<file path="config.mk">
export PLATFORM = sky130hd
export DESIGN_NAME = mvs_cmd
export DESIGN_NICKNAME = d
export VERILOG_FILES = /design/src/hw/mvs_pkg.sv /design/src/hw/mvs_fifo.sv /design/src/hw/mvs_cmd.sv
export SDC_FILE = /design/constraint.sdc
export NUM_CORES = 1
export LEC_CHECK = 0
export BUFFER_PORTS_ARGS = -buffer_cell sky130_fd_sc_hd__buf_2
export CAP_MARGIN = 20
export CORE_MARGIN = 2
export CORE_UTILIZATION = 33
export CTS_BUF_LIST = sky130_fd_sc_hd__clkbuf_16
export DETAILED_ROUTE_END_ITERATION = 8
export GPL_TIMING_DRIVEN = 1
export SETUP_SLACK_MARGIN = 0.4
export SLEW_MARGIN = 40
export SYNTH_ARGS = -nofsm -noshare
export SYNTH_HDL_FRONTEND = slang
export SYNTH_SLANG_ARGS = --single-unit
</file>
<file path="constraint.sdc">
create_clock -name clock -period 8.1 [get_ports clock]
set_input_delay 0.405 -clock clock [delete_from_list [all_inputs] [get_ports clock]]
set_output_delay 0.405 -clock clock [all_outputs]
set_load 0.01 [all_outputs]
</file>
<file path="src/hw/mvs_pkg.sv">
// Behaviour
// - multi-byte fields sent most significant first
// - battery answer starts with millivolts, two bytes
// - then capacity byte clamped zero to hundred
// - uptime answer is four-byte millisecond count
// - uptime within fifty ms of last byte
// - settings: link id, zero-padded ascii serial
// - settings confirmation-mode byte, zero or one
// - separate receive and transmit status bytes
// - event-flag byte bits six to zero
// - group count n then n ids
// - channel count m then m channels
// - serial query answers ten ascii bytes
// - parameter write carries sixteen-bit identifier
// - then sixteen-bit content length
// - power save id 7000, length one
// - power save byte ascii zero to three
// - profile id 6600, length one
// - notify interval id 6E00, length two, max 65000
// - vendor control byte and id lead every command
// - battery query is prefix, status, 'v'
`default_nettype none
package mvs_pkg;
  // ------------------------------------------------------------
  // framing characters
  // ------------------------------------------------------------
  localparam logic [7:0] CH_VENDOR = 8'h5A; // vendor control byte
  localparam logic [7:0] CH_VID = 8'h46; // vendor identifier
  localparam logic [7:0] CH_STATUS = 8'h3F; // status selector
  localparam logic [7:0] CH_SERGRP = 8'h74; // serial selector group
  localparam logic [7:0] CH_SETP = 8'h5E; // parameter write selector
  localparam logic [7:0] CH_BATT = 8'h76;
  localparam logic [7:0] CH_TIME = 8'h74;
  localparam logic [7:0] CH_SETTINGS = 8'h75;
  localparam logic [7:0] CH_SERIAL = 8'h73;
  localparam logic [7:0] CH_SUCCESS = 8'h31; // success code
  localparam logic [7:0] CH_ERROR = 8'h33; // syntax error code
  localparam logic [7:0] CH_ASCII0 = 8'h30;
  localparam logic [7:0] CH_ASCII3 = 8'h33;
  // ------------------------------------------------------------
  // parameter identifiers and lengths
  // ------------------------------------------------------------
  localparam logic [15:0] ID_PWRSAVE = 16'h7000;
  localparam logic [15:0] ID_PROFILE = 16'h6600;
  localparam logic [15:0] ID_NOTIFY = 16'h6E00;
  localparam logic [15:0] LEN_ONE = 16'h0001;
  localparam logic [15:0] LEN_TWO = 16'h0002;
  localparam logic [15:0] NOTIFY_MAX = 16'hFDE8; // 65000 ms
  localparam logic [7:0] PCT_MAX = 8'h64; // 100 percent
  // ------------------------------------------------------------
  // timing
  // ------------------------------------------------------------
  localparam int CLK_HZ = 50000000;
  localparam int MS_PER_S = 1000;
  localparam int CYC_PER_MS = CLK_HZ / MS_PER_S;
  localparam int UPTIME_TOL_MS = 50;
  // ------------------------------------------------------------
  // response sizes
  // ------------------------------------------------------------
  localparam int SERIAL_Q_LEN = 10;
  localparam int SETTINGS_SER_LEN = 16;
  localparam int SETTINGS_RSV1 = 8; // system and area fields
  localparam int SETTINGS_RSV2 = 17;
  typedef enum logic [2:0] {
    MVS_R_NONE, MVS_R_ERR, MVS_R_BATT, MVS_R_TIME, MVS_R_SET,
    MVS_R_SER, MVS_R_OK
  } mvs_resp_t;
endpackage
`default_nettype wire

</file>
<file path="src/hw/mvs_fifo.sv">
`default_nettype none
module mvs_fifo
  import mvs_pkg::*;
#(
  parameter int WIDTH = 8,
  parameter int DEPTH = 32
)(
  // clock and reset
  input wire logic clock,
  input wire logic reset,
  // fill side
  input wire logic inValid,
  output logic inReady,
  input wire logic [WIDTH-1:0] inData,
  // drain side
  output logic outValid,
  input wire logic outReady,
  output logic [WIDTH-1:0] outData
);
  localparam int AW = $clog2(DEPTH);
  // storage array
  logic [WIDTH-1:0] mem [DEPTH];
  logic [AW-1:0] wrPtr_q;
  logic [AW-1:0] rdPtr_q;
  logic [AW:0] count_q;
  wire push = inValid && inReady;
  wire pop = outValid && outReady;
  assign inReady = (count_q != AW'(0) + (AW+1)'(DEPTH));
  assign outValid = (count_q != '0);
  assign outData = mem[rdPtr_q];
  // ------------------------------------------------------------
  // pointers and count
  // ------------------------------------------------------------
  always_ff @(posedge clock)
  begin
    if (reset)
    begin
      wrPtr_q <= '0;
      rdPtr_q <= '0;
      count_q <= '0;
    end
    else
    begin
      if (push)
        wrPtr_q <= (wrPtr_q == AW'(DEPTH-1)) ? '0 : wrPtr_q + 1'b1;
      if (pop)
        rdPtr_q <= (rdPtr_q == AW'(DEPTH-1)) ? '0 : rdPtr_q + 1'b1;
      count_q <= count_q + (AW+1)'(push) - (AW+1)'(pop);
    end
  end
  // storage write, no reset needed
  always_ff @(posedge clock)
  begin
    if (push)
      mem[wrPtr_q] <= inData;
  end
endmodule
`default_nettype wire

</file>
<file path="src/hw/mvs_cmd.sv">
`default_nettype none
module mvs_cmd
  import mvs_pkg::*;
#(
  parameter int GROUPS = 2, // group link ids held
  parameter int CHANS = 2, // static channels held
  parameter int FIFO_DEPTH = 32
)(
  // clock and reset
  input wire logic clock,
  input wire logic reset,
  // command bytes from the host terminal
  input wire logic rxValid,
  input wire logic [7:0] rxData,
  // response bytes to the host terminal
  output logic txValid,
  input wire logic txReady,
  output logic [7:0] txData,
  // unit status
  input wire logic [15:0] battMillivolt,
  input wire logic [7:0] battPercent,
  input wire logic [31:0] logicalLinkId,
  input wire logic [79:0] unitSerial,
  input wire logic confirmMode,
  input wire logic rxStatusEn,
  input wire logic txStatusEn,
  input wire logic [6:0] eventFlags,
  input wire logic [GROUPS*32-1:0] groupIds,
  input wire logic [CHANS*16-1:0] staticChans,
  // written settings
  output logic [1:0] powerSaveMode,
  output logic [7:0] activeProfile,
  output logic [15:0] notifyInterval,
  output logic paramWritten
);
  // ------------------------------------------------------------
  // uptime counter
  // ------------------------------------------------------------
  logic [$clog2(CYC_PER_MS)-1:0] msDiv_q;
  logic [31:0] uptime_q;
  wire msTick = (msDiv_q == ($clog2(CYC_PER_MS))'(CYC_PER_MS-1));
  // restarted by reset, counts ms exactly
  always_ff @(posedge clock)
  begin
    if (reset)
    begin
      msDiv_q <= '0;
      uptime_q <= '0;
    end
    else
    begin
      msDiv_q <= msTick ? '0 : msDiv_q + 1'b1;
      if (msTick)
        uptime_q <= uptime_q + 32'h0000_0001;
    end
  end
  // ------------------------------------------------------------
  // parser
  // ------------------------------------------------------------
  typedef enum {PS_IDLE, PS_VID, PS_SEL, PS_SUB, PS_SER, PS_HDR,
    PS_VAL, PS_BUSY} mvs_ps_t;
  mvs_ps_t ps_q;
  logic [2:0] hdrCnt_q; // header byte index
  logic [31:0] hdr_q; // id then length, shifted in msb first
  logic [15:0] val_q;
  logic valCnt_q;
  mvs_resp_t resp_q;
  logic [31:0] snap_q; // uptime at last command byte
  logic respDone;
  wire [15:0] pId = hdr_q[31:16];
  wire [15:0] pLen = hdr_q[15:0];
  wire idPs = (pId == ID_PWRSAVE) && (pLen == LEN_ONE);
  wire idPf = (pId == ID_PROFILE) && (pLen == LEN_ONE);
  wire idNt = (pId == ID_NOTIFY) && (pLen == LEN_TWO);
  wire hdrOk = idPs || idPf || idNt;
  wire [15:0] newVal = {val_q[7:0], rxData};
  wire psOk = (rxData >= CH_ASCII0) && (rxData <= CH_ASCII3);
  wire ntOk = newVal <= NOTIFY_MAX;
  wire lastVal = idNt ? valCnt_q : 1'b1;
  // ------------------------------------------------------------
  // command state
  // ------------------------------------------------------------
  always_ff @(posedge clock)
  begin
    if (reset)
    begin
      ps_q <= PS_IDLE;
      hdrCnt_q <= '0;
      hdr_q <= '0;
      val_q <= '0;
      valCnt_q <= 1'b0;
      resp_q <= MVS_R_NONE;
      snap_q <= '0;
      powerSaveMode <= '0;
      activeProfile <= '0;
      notifyInterval <= '0;
      paramWritten <= 1'b0;
    end
    else
    begin
      paramWritten <= 1'b0;
      // bytes ignored while answering must not move the stamp
      if (rxValid && ps_q != PS_BUSY)
        snap_q <= uptime_q;
      case (ps_q)
        PS_IDLE:
          if (rxValid && rxData == CH_VENDOR)
            ps_q <= PS_VID;
        PS_VID:
          if (rxValid)
            ps_q <= (rxData == CH_VID) ? PS_SEL : PS_IDLE;
        PS_SEL:
          if (rxValid)
          begin
            hdrCnt_q <= '0;
            valCnt_q <= 1'b0;
            if (rxData == CH_STATUS)
              ps_q <= PS_SUB;
            else if (rxData == CH_SERGRP)
              ps_q <= PS_SER;
            else if (rxData == CH_SETP)
              ps_q <= PS_HDR;
            else
            begin
              resp_q <= MVS_R_ERR;
              ps_q <= PS_BUSY;
            end
          end
        PS_SUB:
          if (rxValid)
          begin
            ps_q <= PS_BUSY;
            case (rxData)
              CH_BATT: resp_q <= MVS_R_BATT;
              CH_TIME: resp_q <= MVS_R_TIME;
              CH_SETTINGS: resp_q <= MVS_R_SET;
              default: resp_q <= MVS_R_ERR;
            endcase
          end
        PS_SER:
          if (rxValid)
          begin
            ps_q <= PS_BUSY;
            resp_q <= (rxData == CH_SERIAL) ? MVS_R_SER : MVS_R_ERR;
          end
        PS_HDR:
          if (rxValid)
          begin
            hdr_q <= {hdr_q[23:0], rxData};
            hdrCnt_q <= hdrCnt_q + 3'd1;
            if (hdrCnt_q == 3'd3)
              ps_q <= PS_VAL;
          end
        PS_VAL:
          if (!hdrOk)
          begin
            resp_q <= MVS_R_ERR;
            ps_q <= PS_BUSY;
          end
          else if (rxValid)
          begin
            val_q <= newVal;
            valCnt_q <= 1'b1;
            if (lastVal)
            begin
              ps_q <= PS_BUSY;
              resp_q <= MVS_R_ERR;
              if (idPs && psOk)
              begin
                powerSaveMode <= rxData[1:0];
                resp_q <= MVS_R_OK;
                paramWritten <= 1'b1;
              end
              else if (idPf)
              begin
                activeProfile <= rxData;
                resp_q <= MVS_R_OK;
                paramWritten <= 1'b1;
              end
              else if (idNt && ntOk)
              begin
                notifyInterval <= newVal;
                resp_q <= MVS_R_OK;
                paramWritten <= 1'b1;
              end
            end
          end
        PS_BUSY:
          if (respDone)
          begin
            ps_q <= PS_IDLE;
            resp_q <= MVS_R_NONE;
          end
        default: ps_q <= PS_IDLE;
      endcase
    end
  end
  // ------------------------------------------------------------
  // response byte generator
  // ------------------------------------------------------------
  localparam int SET_LEN = 4 + SETTINGS_SER_LEN + SETTINGS_RSV1 + 5
    + GROUPS * 4 + 1 + CHANS * 2 + SETTINGS_RSV2;
  logic [7:0] idx_q; // byte index within answer
  logic [7:0] gb;
  logic [7:0] respLen;
  logic fifoReady;
  int setOff;
  wire genActive = (ps_q == PS_BUSY);
  wire [7:0] pctClamp = (battPercent > PCT_MAX) ? PCT_MAX : battPercent;
  // selects byte idx of the current answer, msb first
  always_comb
  begin
    setOff = 0;
    gb = 8'h00;
    respLen = 8'd1;
    case (resp_q)
      MVS_R_ERR: gb = CH_ERROR;
      MVS_R_OK: gb = CH_SUCCESS;
      MVS_R_BATT:
      begin
        respLen = 8'd4;
        case (idx_q)
          8'd0: gb = CH_SUCCESS;
          8'd1: gb = battMillivolt[15:8];
          8'd2: gb = battMillivolt[7:0];
          default: gb = pctClamp;
        endcase
      end
      MVS_R_TIME:
      begin
        respLen = 8'd5;
        if (idx_q == 8'd0)
          gb = CH_SUCCESS;
        else
          gb = snap_q[8*(4-int'(idx_q)) +: 8];
      end
      MVS_R_SER:
      begin
        respLen = 8'(SERIAL_Q_LEN + 1);
        if (idx_q == 8'd0)
          gb = CH_SUCCESS;
        else
          gb = unitSerial[8*(SERIAL_Q_LEN-int'(idx_q)) +: 8];
      end
      MVS_R_SET:
      begin
        respLen = 8'(SET_LEN + 1);
        setOff = int'(idx_q) - 1;
        if (idx_q == 8'd0)
          gb = CH_SUCCESS;
        else if (setOff < 4)
          gb = logicalLinkId[8*(3-setOff) +: 8];
        else if (setOff < 4 + SERIAL_Q_LEN)
          gb = unitSerial[8*(SERIAL_Q_LEN-1-(setOff-4)) +: 8];
        else if (setOff < 4 + SETTINGS_SER_LEN + SETTINGS_RSV1)
          gb = 8'h00; // zero pad and reserved
        else
        begin
          setOff = setOff - (4 + SETTINGS_SER_LEN + SETTINGS_RSV1);
          if (setOff == 0)
            gb = {7'h00, confirmMode};
          else if (setOff == 1)
            gb = {7'h00, rxStatusEn};
          else if (setOff == 2)
            gb = {7'h00, txStatusEn};
          else if (setOff == 3)
            gb = {1'b0, eventFlags};
          else if (setOff == 4)
            gb = 8'(GROUPS);
          else if (setOff < 5 + GROUPS * 4)
            gb = groupIds[32*(GROUPS-1-(setOff-5)/4)
              + 8*(3-(setOff-5)%4) +: 8];
          else if (setOff == 5 + GROUPS * 4)
            gb = 8'(CHANS);
          else if (setOff < 6 + GROUPS * 4 + CHANS * 2)
            gb = staticChans[16*(CHANS-1-(setOff-6-GROUPS*4)/2)
              + 8*(1-(setOff-6-GROUPS*4)%2) +: 8];
          else
            gb = 8'h00; // trailing reserved
        end
      end
      default: gb = 8'h00;
    endcase
  end
  wire push = genActive && fifoReady;
  assign respDone = push && (idx_q == respLen - 8'd1);
  // index advances only while the fifo accepts
  always_ff @(posedge clock)
  begin
    if (reset)
      idx_q <= '0;
    else if (respDone)
      idx_q <= '0;
    else if (push)
      idx_q <= idx_q + 8'd1;
  end
  // ------------------------------------------------------------
  // output buffer
  // ------------------------------------------------------------
  mvs_fifo #(.WIDTH(8), .DEPTH(FIFO_DEPTH)) u_fifo (
    .clock(clock),
    .reset(reset),
    .inValid(genActive),
    .inReady(fifoReady),
    .inData(gb),
    .outValid(txValid),
    .outReady(txReady),
    .outData(txData)
  );
  // ------------------------------------------------------------
  // checks
  // ------------------------------------------------------------
  property p_pct;
    @(posedge clock) disable iff (reset)
      (push && resp_q == MVS_R_BATT && idx_q == 8'd3)
        |-> (gb <= PCT_MAX)
          && (battPercent > PCT_MAX || gb == battPercent);
  endproperty
  a_pct: assert property (p_pct) else $error("percent over 100");
  property p_notify;
    @(posedge clock) disable iff (reset)
      $changed(notifyInterval) |-> notifyInterval <= NOTIFY_MAX;
  endproperty
  a_notify: assert property (p_notify) else $error("interval high");
  property p_badid;
    @(posedge clock) disable iff (reset)
      (ps_q == PS_VAL && !hdrOk) |=> resp_q == MVS_R_ERR;
  endproperty
  a_badid: assert property (p_badid) else $error("bad id accepted");
  property p_pwr;
    @(posedge clock) disable iff (reset)
      $changed(powerSaveMode) |-> $past(idPs) && $past(ps_q) == PS_VAL;
  endproperty
  a_pwr: assert property (p_pwr) else $error("stray power write");
  property p_batt;
    @(posedge clock) disable iff (reset)
      (ps_q == PS_SUB && rxValid && rxData == CH_BATT)
        |=> resp_q == MVS_R_BATT;
  endproperty
  a_batt: assert property (p_batt) else $error("battery not seen");
  property p_snap;
    @(posedge clock) disable iff (reset)
      (rxValid && ps_q != PS_BUSY) |=> snap_q == $past(uptime_q);
  endproperty
  a_snap: assert property (p_snap) else $error("time snapshot");
  property p_vid;
    @(posedge clock) disable iff (reset)
      (ps_q == PS_VID && rxValid && rxData != CH_VID) |=> ps_q == PS_IDLE;
  endproperty
  a_vid: assert property (p_vid) else $error("bad vendor id");
  property p_uptime;
    @(posedge clock) disable iff (reset)
      msTick |=> uptime_q == $past(uptime_q) + 32'h0000_0001;
  endproperty
  a_uptime: assert property (p_uptime) else $error("uptime step");
endmodule
`default_nettype wire

</file>
Yosys cells after proc, flatten, opt, wreduce, memory -nomap -nowiden --
Memory sizes are Yosys's and may differ from the RTL's. A register that Yosys moved wholly into a read port is not among the register bits. Index checks and enable logic that the tools add are counted.
Cells by class: add/sub/neg operators 27, order comparisons 9, equal/unequal tests 57, shift operators 6, multiplexer cells 66, bitwise operators 8, reductions and logical operators 34
Operators by type and width (number):
- $mux 32 | 10
- $pmux 32 s7 | 1
- $eq 32x3->1 const B | 4
- $mux 8 | 15
- $shiftx 80x12->8 | 1
- $shiftx 80x14->8 | 1
- $eq 32x2->1 const B | 2
- $logic_not 32->1 | 2
- $shiftx 64x32->8 | 1
- $eq 8x7->1 const B | 7
- $mux 3 | 17
- $eq 16x15->1 const B | 3
- $pmux 8 s6 | 1
- $add 32x1->32 const B | 1
- $add 32x6->32 | 1
- $add 32x7->32 | 1
- $eq 32x1->1 const B | 1
- $eq 32x4->1 const B | 1
- $ne 32x4->1 const B | 1
- $shiftx 32x12->8 | 1
- $shiftx 32x13->8 | 1
- $shiftx 32x32->8 | 1
- $add 28x1->28 | 1
- $pmux 7 s4 | 1
- 75 further kinds | 131
Storage, ports and cells: flip-flop bits (word level) 210, RAM bits 256, input port bits 254, output and inout bits 36, word-level logic and storage cells 225, memories 1
Memory list:
- u_fifo.mem | depth 32, width 8, read ports 1, clocked after memory_dff 1, write ports 1, RTL line mvs_fifo.sv:22 | logic [WIDTH-1:0] mem [DEPTH];

Longest topological paths before layout --
depth after elaboration 22, mapped depth 21

Modules after synthesis --
A second synthesis with hierarchy kept.
Unflattened totals: cell total of the unflattened synthesis 1914, area total of the unflattened synthesis 21907.3 sq um
Modules (own cells, without submodules):
- mvs_fifo | instances 1, cells an instance 626, area an instance 11091.9 sq um, sequential area each 8107.8 sq um
- mvs_cmd | instances 1, cells an instance 1288, area an instance 10815.4 sq um, sequential area each 3303.2 sq um

Least setup slack after synthesis --
OpenSTA, ideal clock, no wires.
kind flip-flop to flip-flop, start register idx_q[2], end memory u_fifo.mem[0][5] (data pin), setup time 390 ps, arrival time 5631 ps, slack 2079 ps, cell stages (with the launch flop) 22, path buffers 2, period minus slack after synthesis 6021 ps, path through dfxtp_1 buf_4 inv_1 ha_1 a21bo_2 xnor2_1 ha_1 clkbuf_1 a21oi_1 a221o_1 a21oi_1 o211ai_1 o21ai_2 nand2_1 ha_1 xor2_1 xnor2_1 a221oi_1 o2111ai_1 a2111oi_4 a221oi_1 o221ai_1
On the way: cells in the longest elaborated chain, start to end 22, elaborated cells between the ends (all ways) 56
RTL lines:
- start: declaration | RTL line mvs_cmd.sv:203 | logic [7:0] idx_q;
- start signal: assignment | RTL line mvs_cmd.sv:295 | idx_q <= idx_q + 8'd1;
- $sub 8x1->9 | RTL line mvs_cmd.sv:248 | setOff = int'(idx_q) - 1;
- $sub 9x6->10 | RTL line mvs_cmd.sv:259 | setOff = setOff - (4 + SETTINGS_SER_LEN + SETTINGS_RSV1);
- $sub 10x4->11 | RTL line mvs_cmd.sv:276, mvs_cmd.sv:277
- $sub 11x5->12 | RTL line mvs_cmd.sv:276, mvs_cmd.sv:277
- $and 1x1->1 (no source line)
- $add 28x1->28 (no source line)
- $sub 2x28->28 | RTL line mvs_cmd.sv:276 | gb = staticChans[16*(CHANS-1-(setOff-6-GROUPS*4)/2)
- $add 32x6->32 | RTL line mvs_cmd.sv:277 | + 8*(1-(setOff-6-GROUPS*4)%2) +: 8];
- [... 7 more ...]
- $mux 8 | RTL line mvs_cmd.sv:262 | else if (setOff == 1)
- $mux 8 | RTL line mvs_cmd.sv:260 | if (setOff == 0)
- $mux 8 | RTL line mvs_cmd.sv:255 | else if (setOff < 4 + SETTINGS_SER_LEN + SETTINGS_RSV1)
- $mux 8 | RTL line mvs_cmd.sv:253 | else if (setOff < 4 + SERIAL_Q_LEN)
- $mux 8 | RTL line mvs_cmd.sv:251 | else if (setOff < 4)
- $mux 8 | RTL line mvs_cmd.sv:249 | if (idx_q == 8'd0)
- $pmux 8 s6 * | RTL line mvs_cmd.sv:216 | case (resp_q)
- net gb[5] | RTL line mvs_cmd.sv:204 | logic [7:0] gb;
- end: declaration | RTL line mvs_fifo.sv:22
The timed path passes the listed nets; every way through them passes the cells marked *.

Final worst setup path --
start register idx_q[2], end memory u_fifo.mem[24][6] (data pin)
Same word-level chain as after synthesis.

==> key figures <==
Worst setup path
  • Worst Setup Start Kind: register
  • CP max FO: 32
  • Reg2reg end: u_fifo.mem[24][6]
  • Crit path from: idx_q[2]
  • Worst EP required: 8.37 ns
  • Endpoint class of the critical path: register
  • Critical Path AT: 6.89 ns
  • Reg2Reg Depth: 19
  • Reg2reg setup slack: 1.48 ns
  • Kind of critical path: reg2reg
  • Reg-to-Reg Start: idx_q[2]
  • Worst Setup EP: u_fifo.mem[24][6]

Timing
  • # setup viols final: 0
  • Slew Limit Fails: 0
  • RSZ-0062 raised after global routing: false
  • Setup ws final: 1.48 ns
  • Final period util: 0.817
  • Worst hold margin: 0.132 ns
  • Max frequency: 151 MHz
  • Setup TNS: 0 ns
  • Slew Limit Headroom: 0.386
  • Worst slew pin tran: 0.917 ns
  • Final Critical Period: 6.62 ns
  • Worst Skew: 0.0209 ns
  • Endpoints failing hold: 0

Clock network
  • CTS tree: yes
  • Clock Path Buffers: 3
  • Post-CTS setup buffer count: 0
  • Clk sink count: 442
  • Cts bufs inserted: 45
  • Root Buffer: clkbuf_16
  • CTS clk-pin slew, worst paths: 0.07 ns
  • # resized after CTS: 0
  • Clk Latency, worst-skew pair: 0.58 ns
  • H-Tree Depth: 2
  • Hold bufs inserted after CTS: 0

Logic synthesis
  • Flip-flop and latch count after synthesis: 442
  • Post-synthesis mux area share: 0.168
  • Mapped Area: 21,600 sq um
  • Xor/xnor share of the synthesized area: 0.0275
  • Async set or reset register ratio after synthesis: 0
  • Mapped Nets: 2,141
  • Sequential share of the synthesized area: 0.528
  • Area share of the largest cell type after synthesis: 0.355
  • Largest family of logic cells by synthesized area: multiplexers
  • Adder-cell share of the synthesized area: 0.0246
  • Leading register cell type out of synthesis: edfxtp_1
  • Largest area contributor in the netlist: edfxtp_1
  • Synth Area in Compound Gates: 0.0868
  • Mapped Cells: 1,845
  • Post-Synth Simple-Gate Area: 0.138
  • Post-synth EDFFs: 256
  • Syn Area/Cell: 11.7 sq um
  • Ys Warns: 0
  • Synth cell types: 86
  • Largest cells by area after synthesis: edfxtp_1, dfxtp_1, mux4_2

Global route
  • Vias in the first global route: 15,200
  • Initial antenna violation count: 8
  • First-pass GRT wire length: 90,300 microns
  • Largest net degree at the start of global routing: 102
  • GRT overflow: 0
  • All-layer global routing usage: 0.173

Final layout
  • Fillers: 6,151
  • Commonest cells after routing, fill and taps aside: buf_2, nand2_1, edfxtp_1
  • Final Util: 0.396
  • Area grow syn2layout: 18.3%
  • Most common cell after layout, fill and taps aside: buf_2
  • Share of layout cells above drive strength 1: 0.286
  • Area of the multi-input gates: 9810 sq um
  • Storage cell area: 11,400 sq um
  • Final Net Count: 2,380
  • Final non-filler cell total: 2,980

Placement
  • Dpl ws: 1.53 ns
  • Post-DP HPWL: 43,700 microns
  • RePlAce Congestion: 0.941
  • Port buffer count: 289
  • Dpl cells: 2,890

Floorplan
  • I/O pin count: 290
  • Initial Util: 0.335
  • Die extent in y: 260 microns
  • Die ar.: 67,600 sq um
  • Row count: 93
  • Die X-Extent: 260 microns
  • Core ar.: 64,600 sq um

Min path
  • HP Class: in2reg

Drt
  • Vias: 15,900
  • Antenna violation net count after detailed routing: 0
  • First-pass iteration count of the detailed router: 6
  • Vias/cell: 5.32
  • 1st-iter DRT viols: 1,465
  • Wirelength per Cell: 20.4 microns
  • Final wirelength: 60,600 microns
  • # DRC: 0

Power and ir drop
  • Power per cell area: 198 nW/um^2
  • Lkg Pwr: 0.00893 uW
  • Worst IR Drop VDD: 0.000141 V

Job
  • Max Cap Viol: 0

Outcome
  • Status: finished, final reports clean
worst min-delay path by stage:
stage | end | slack [ns] | depth (start not counted) | start
floorplan | msDiv_q[0] | 0.41 | 1 | msDiv_q[0]
global placement | msDiv_q[0] | 0.42 | 1 | msDiv_q[0]
detailed placement | msDiv_q[0] | 0.44 | 1 | msDiv_q[0]
CTS | hdr_q[4] | 0.12 | 3 | rxData[4]
global route | hdr_q[4] | 0.13 | 3 | rxData[4]
finish | hdr_q[4] | 0.13 | 3 | rxData[4]
worst max-delay path, stage by stage, from the launching register on:
cell and delay [ns]:
dfxtp_1 0.71, inv_1 0.24, ha_1 0.28, a21bo_2 0.29, xnor2_1 0.58, ha_1 0.53
a21oi_1 0.12, a221o_1 0.37, a21oi_1 0.17, o211ai_1 0.20, o21ai_2 0.27, nand2_1 0.09
ha_1 0.20, xor2_1 0.15, xnor2_1 0.17, a221oi_1 0.38, o2111ai_1 0.22, a2111oi_4 0.46
a221oi_1 0.20, o2111ai_4 0.65
power breakdown:
| group | internal, uW | switching (uW) | leakage (uW) |
|---|---|---|---|
| registers | 2370 | 36.3 | 0.00379 |
| logic | 280 | 248 | 0.00435 |
| clock network | 1240 | 892 | 0.000790 |
| total | 3900 | 1180 | 0.00893 |
sequential cells by signal (all words and copies together) (netlist names), 6 cells and up, named ones only:
register and cells:
uptime_q 32, notifyInterval 16, val_q 8, snap_q 32, msDiv_q 16, u_fifo.mem 256, hdr_q 32, idx_q 8
activeProfile 8, u_fifo.count_q 6
final cells by class:
type,count,share of cell area
Multi-Input combinational cell,1252,0.383
Inverter,38,0.00557
Tap cell,855,0.0418
Antenna cell,4,0.000391
Timing Repair Buffer,305,0.0619
Clock inverter,36,0.0136
Clock buffer,48,0.0469
Sequential cell,442,0.446
per-layer routing:
| metal | vias to the layer above | GRT usage | part of all wire |
|---|---|---|---|
| li1 | 7338 | - | - |
| met1 | 7966 | 0.246 | 0.44 |
| met2 | 494 | 0.267 | 0.47 |
| met3 | 60 | 0.0429 | 0.073 |
| met4 | 6 | 0.0354 | 0.012 |
| met5 | - | 0 | 0.00053 |
Yosys cell counts (23+ instances only):
| library cell | n |
|---|---|
| and3_1 | 25 |
| nor2_1 | 200 |
| mux4_2 | 136 |
| clkbuf_1 | 75 |
| ha_1 | 41 |
| nand3_1 | 44 |
| edfxtp_1 | 256 |
| dfxtp_1 | 186 |
| inv_1 | 37 |
| xor2_1 | 30 |
| nor3_1 | 23 |
| o21ai_0 | 46 |
| nand2_1 | 262 |
| mux2i_1 | 38 |
| xnor2_1 | 38 |
| a21oi_1 | 147 |
per-stage QoR:
step / instance area (sq um) / power (uW)
after floorplan: 21600 / 2810
after global placement: 23800 / 2970
after detailed placement: 24000 / 2990
after CTS: 25500 / 5130
after global routing: 25600 / 5260
final: 25600 / 5070
cell families (layout without fill, tap and decap cells):
kind of cell,count (synthesis),after routing
simple gates,653,653
buf+inv,151,427
fa+ha+maj,42,42
compound gates,298,298
flops,442,442
xor+xnor,68,68
mux,191,191
other cells,0,4
Power figures use the tool's default switching activity.
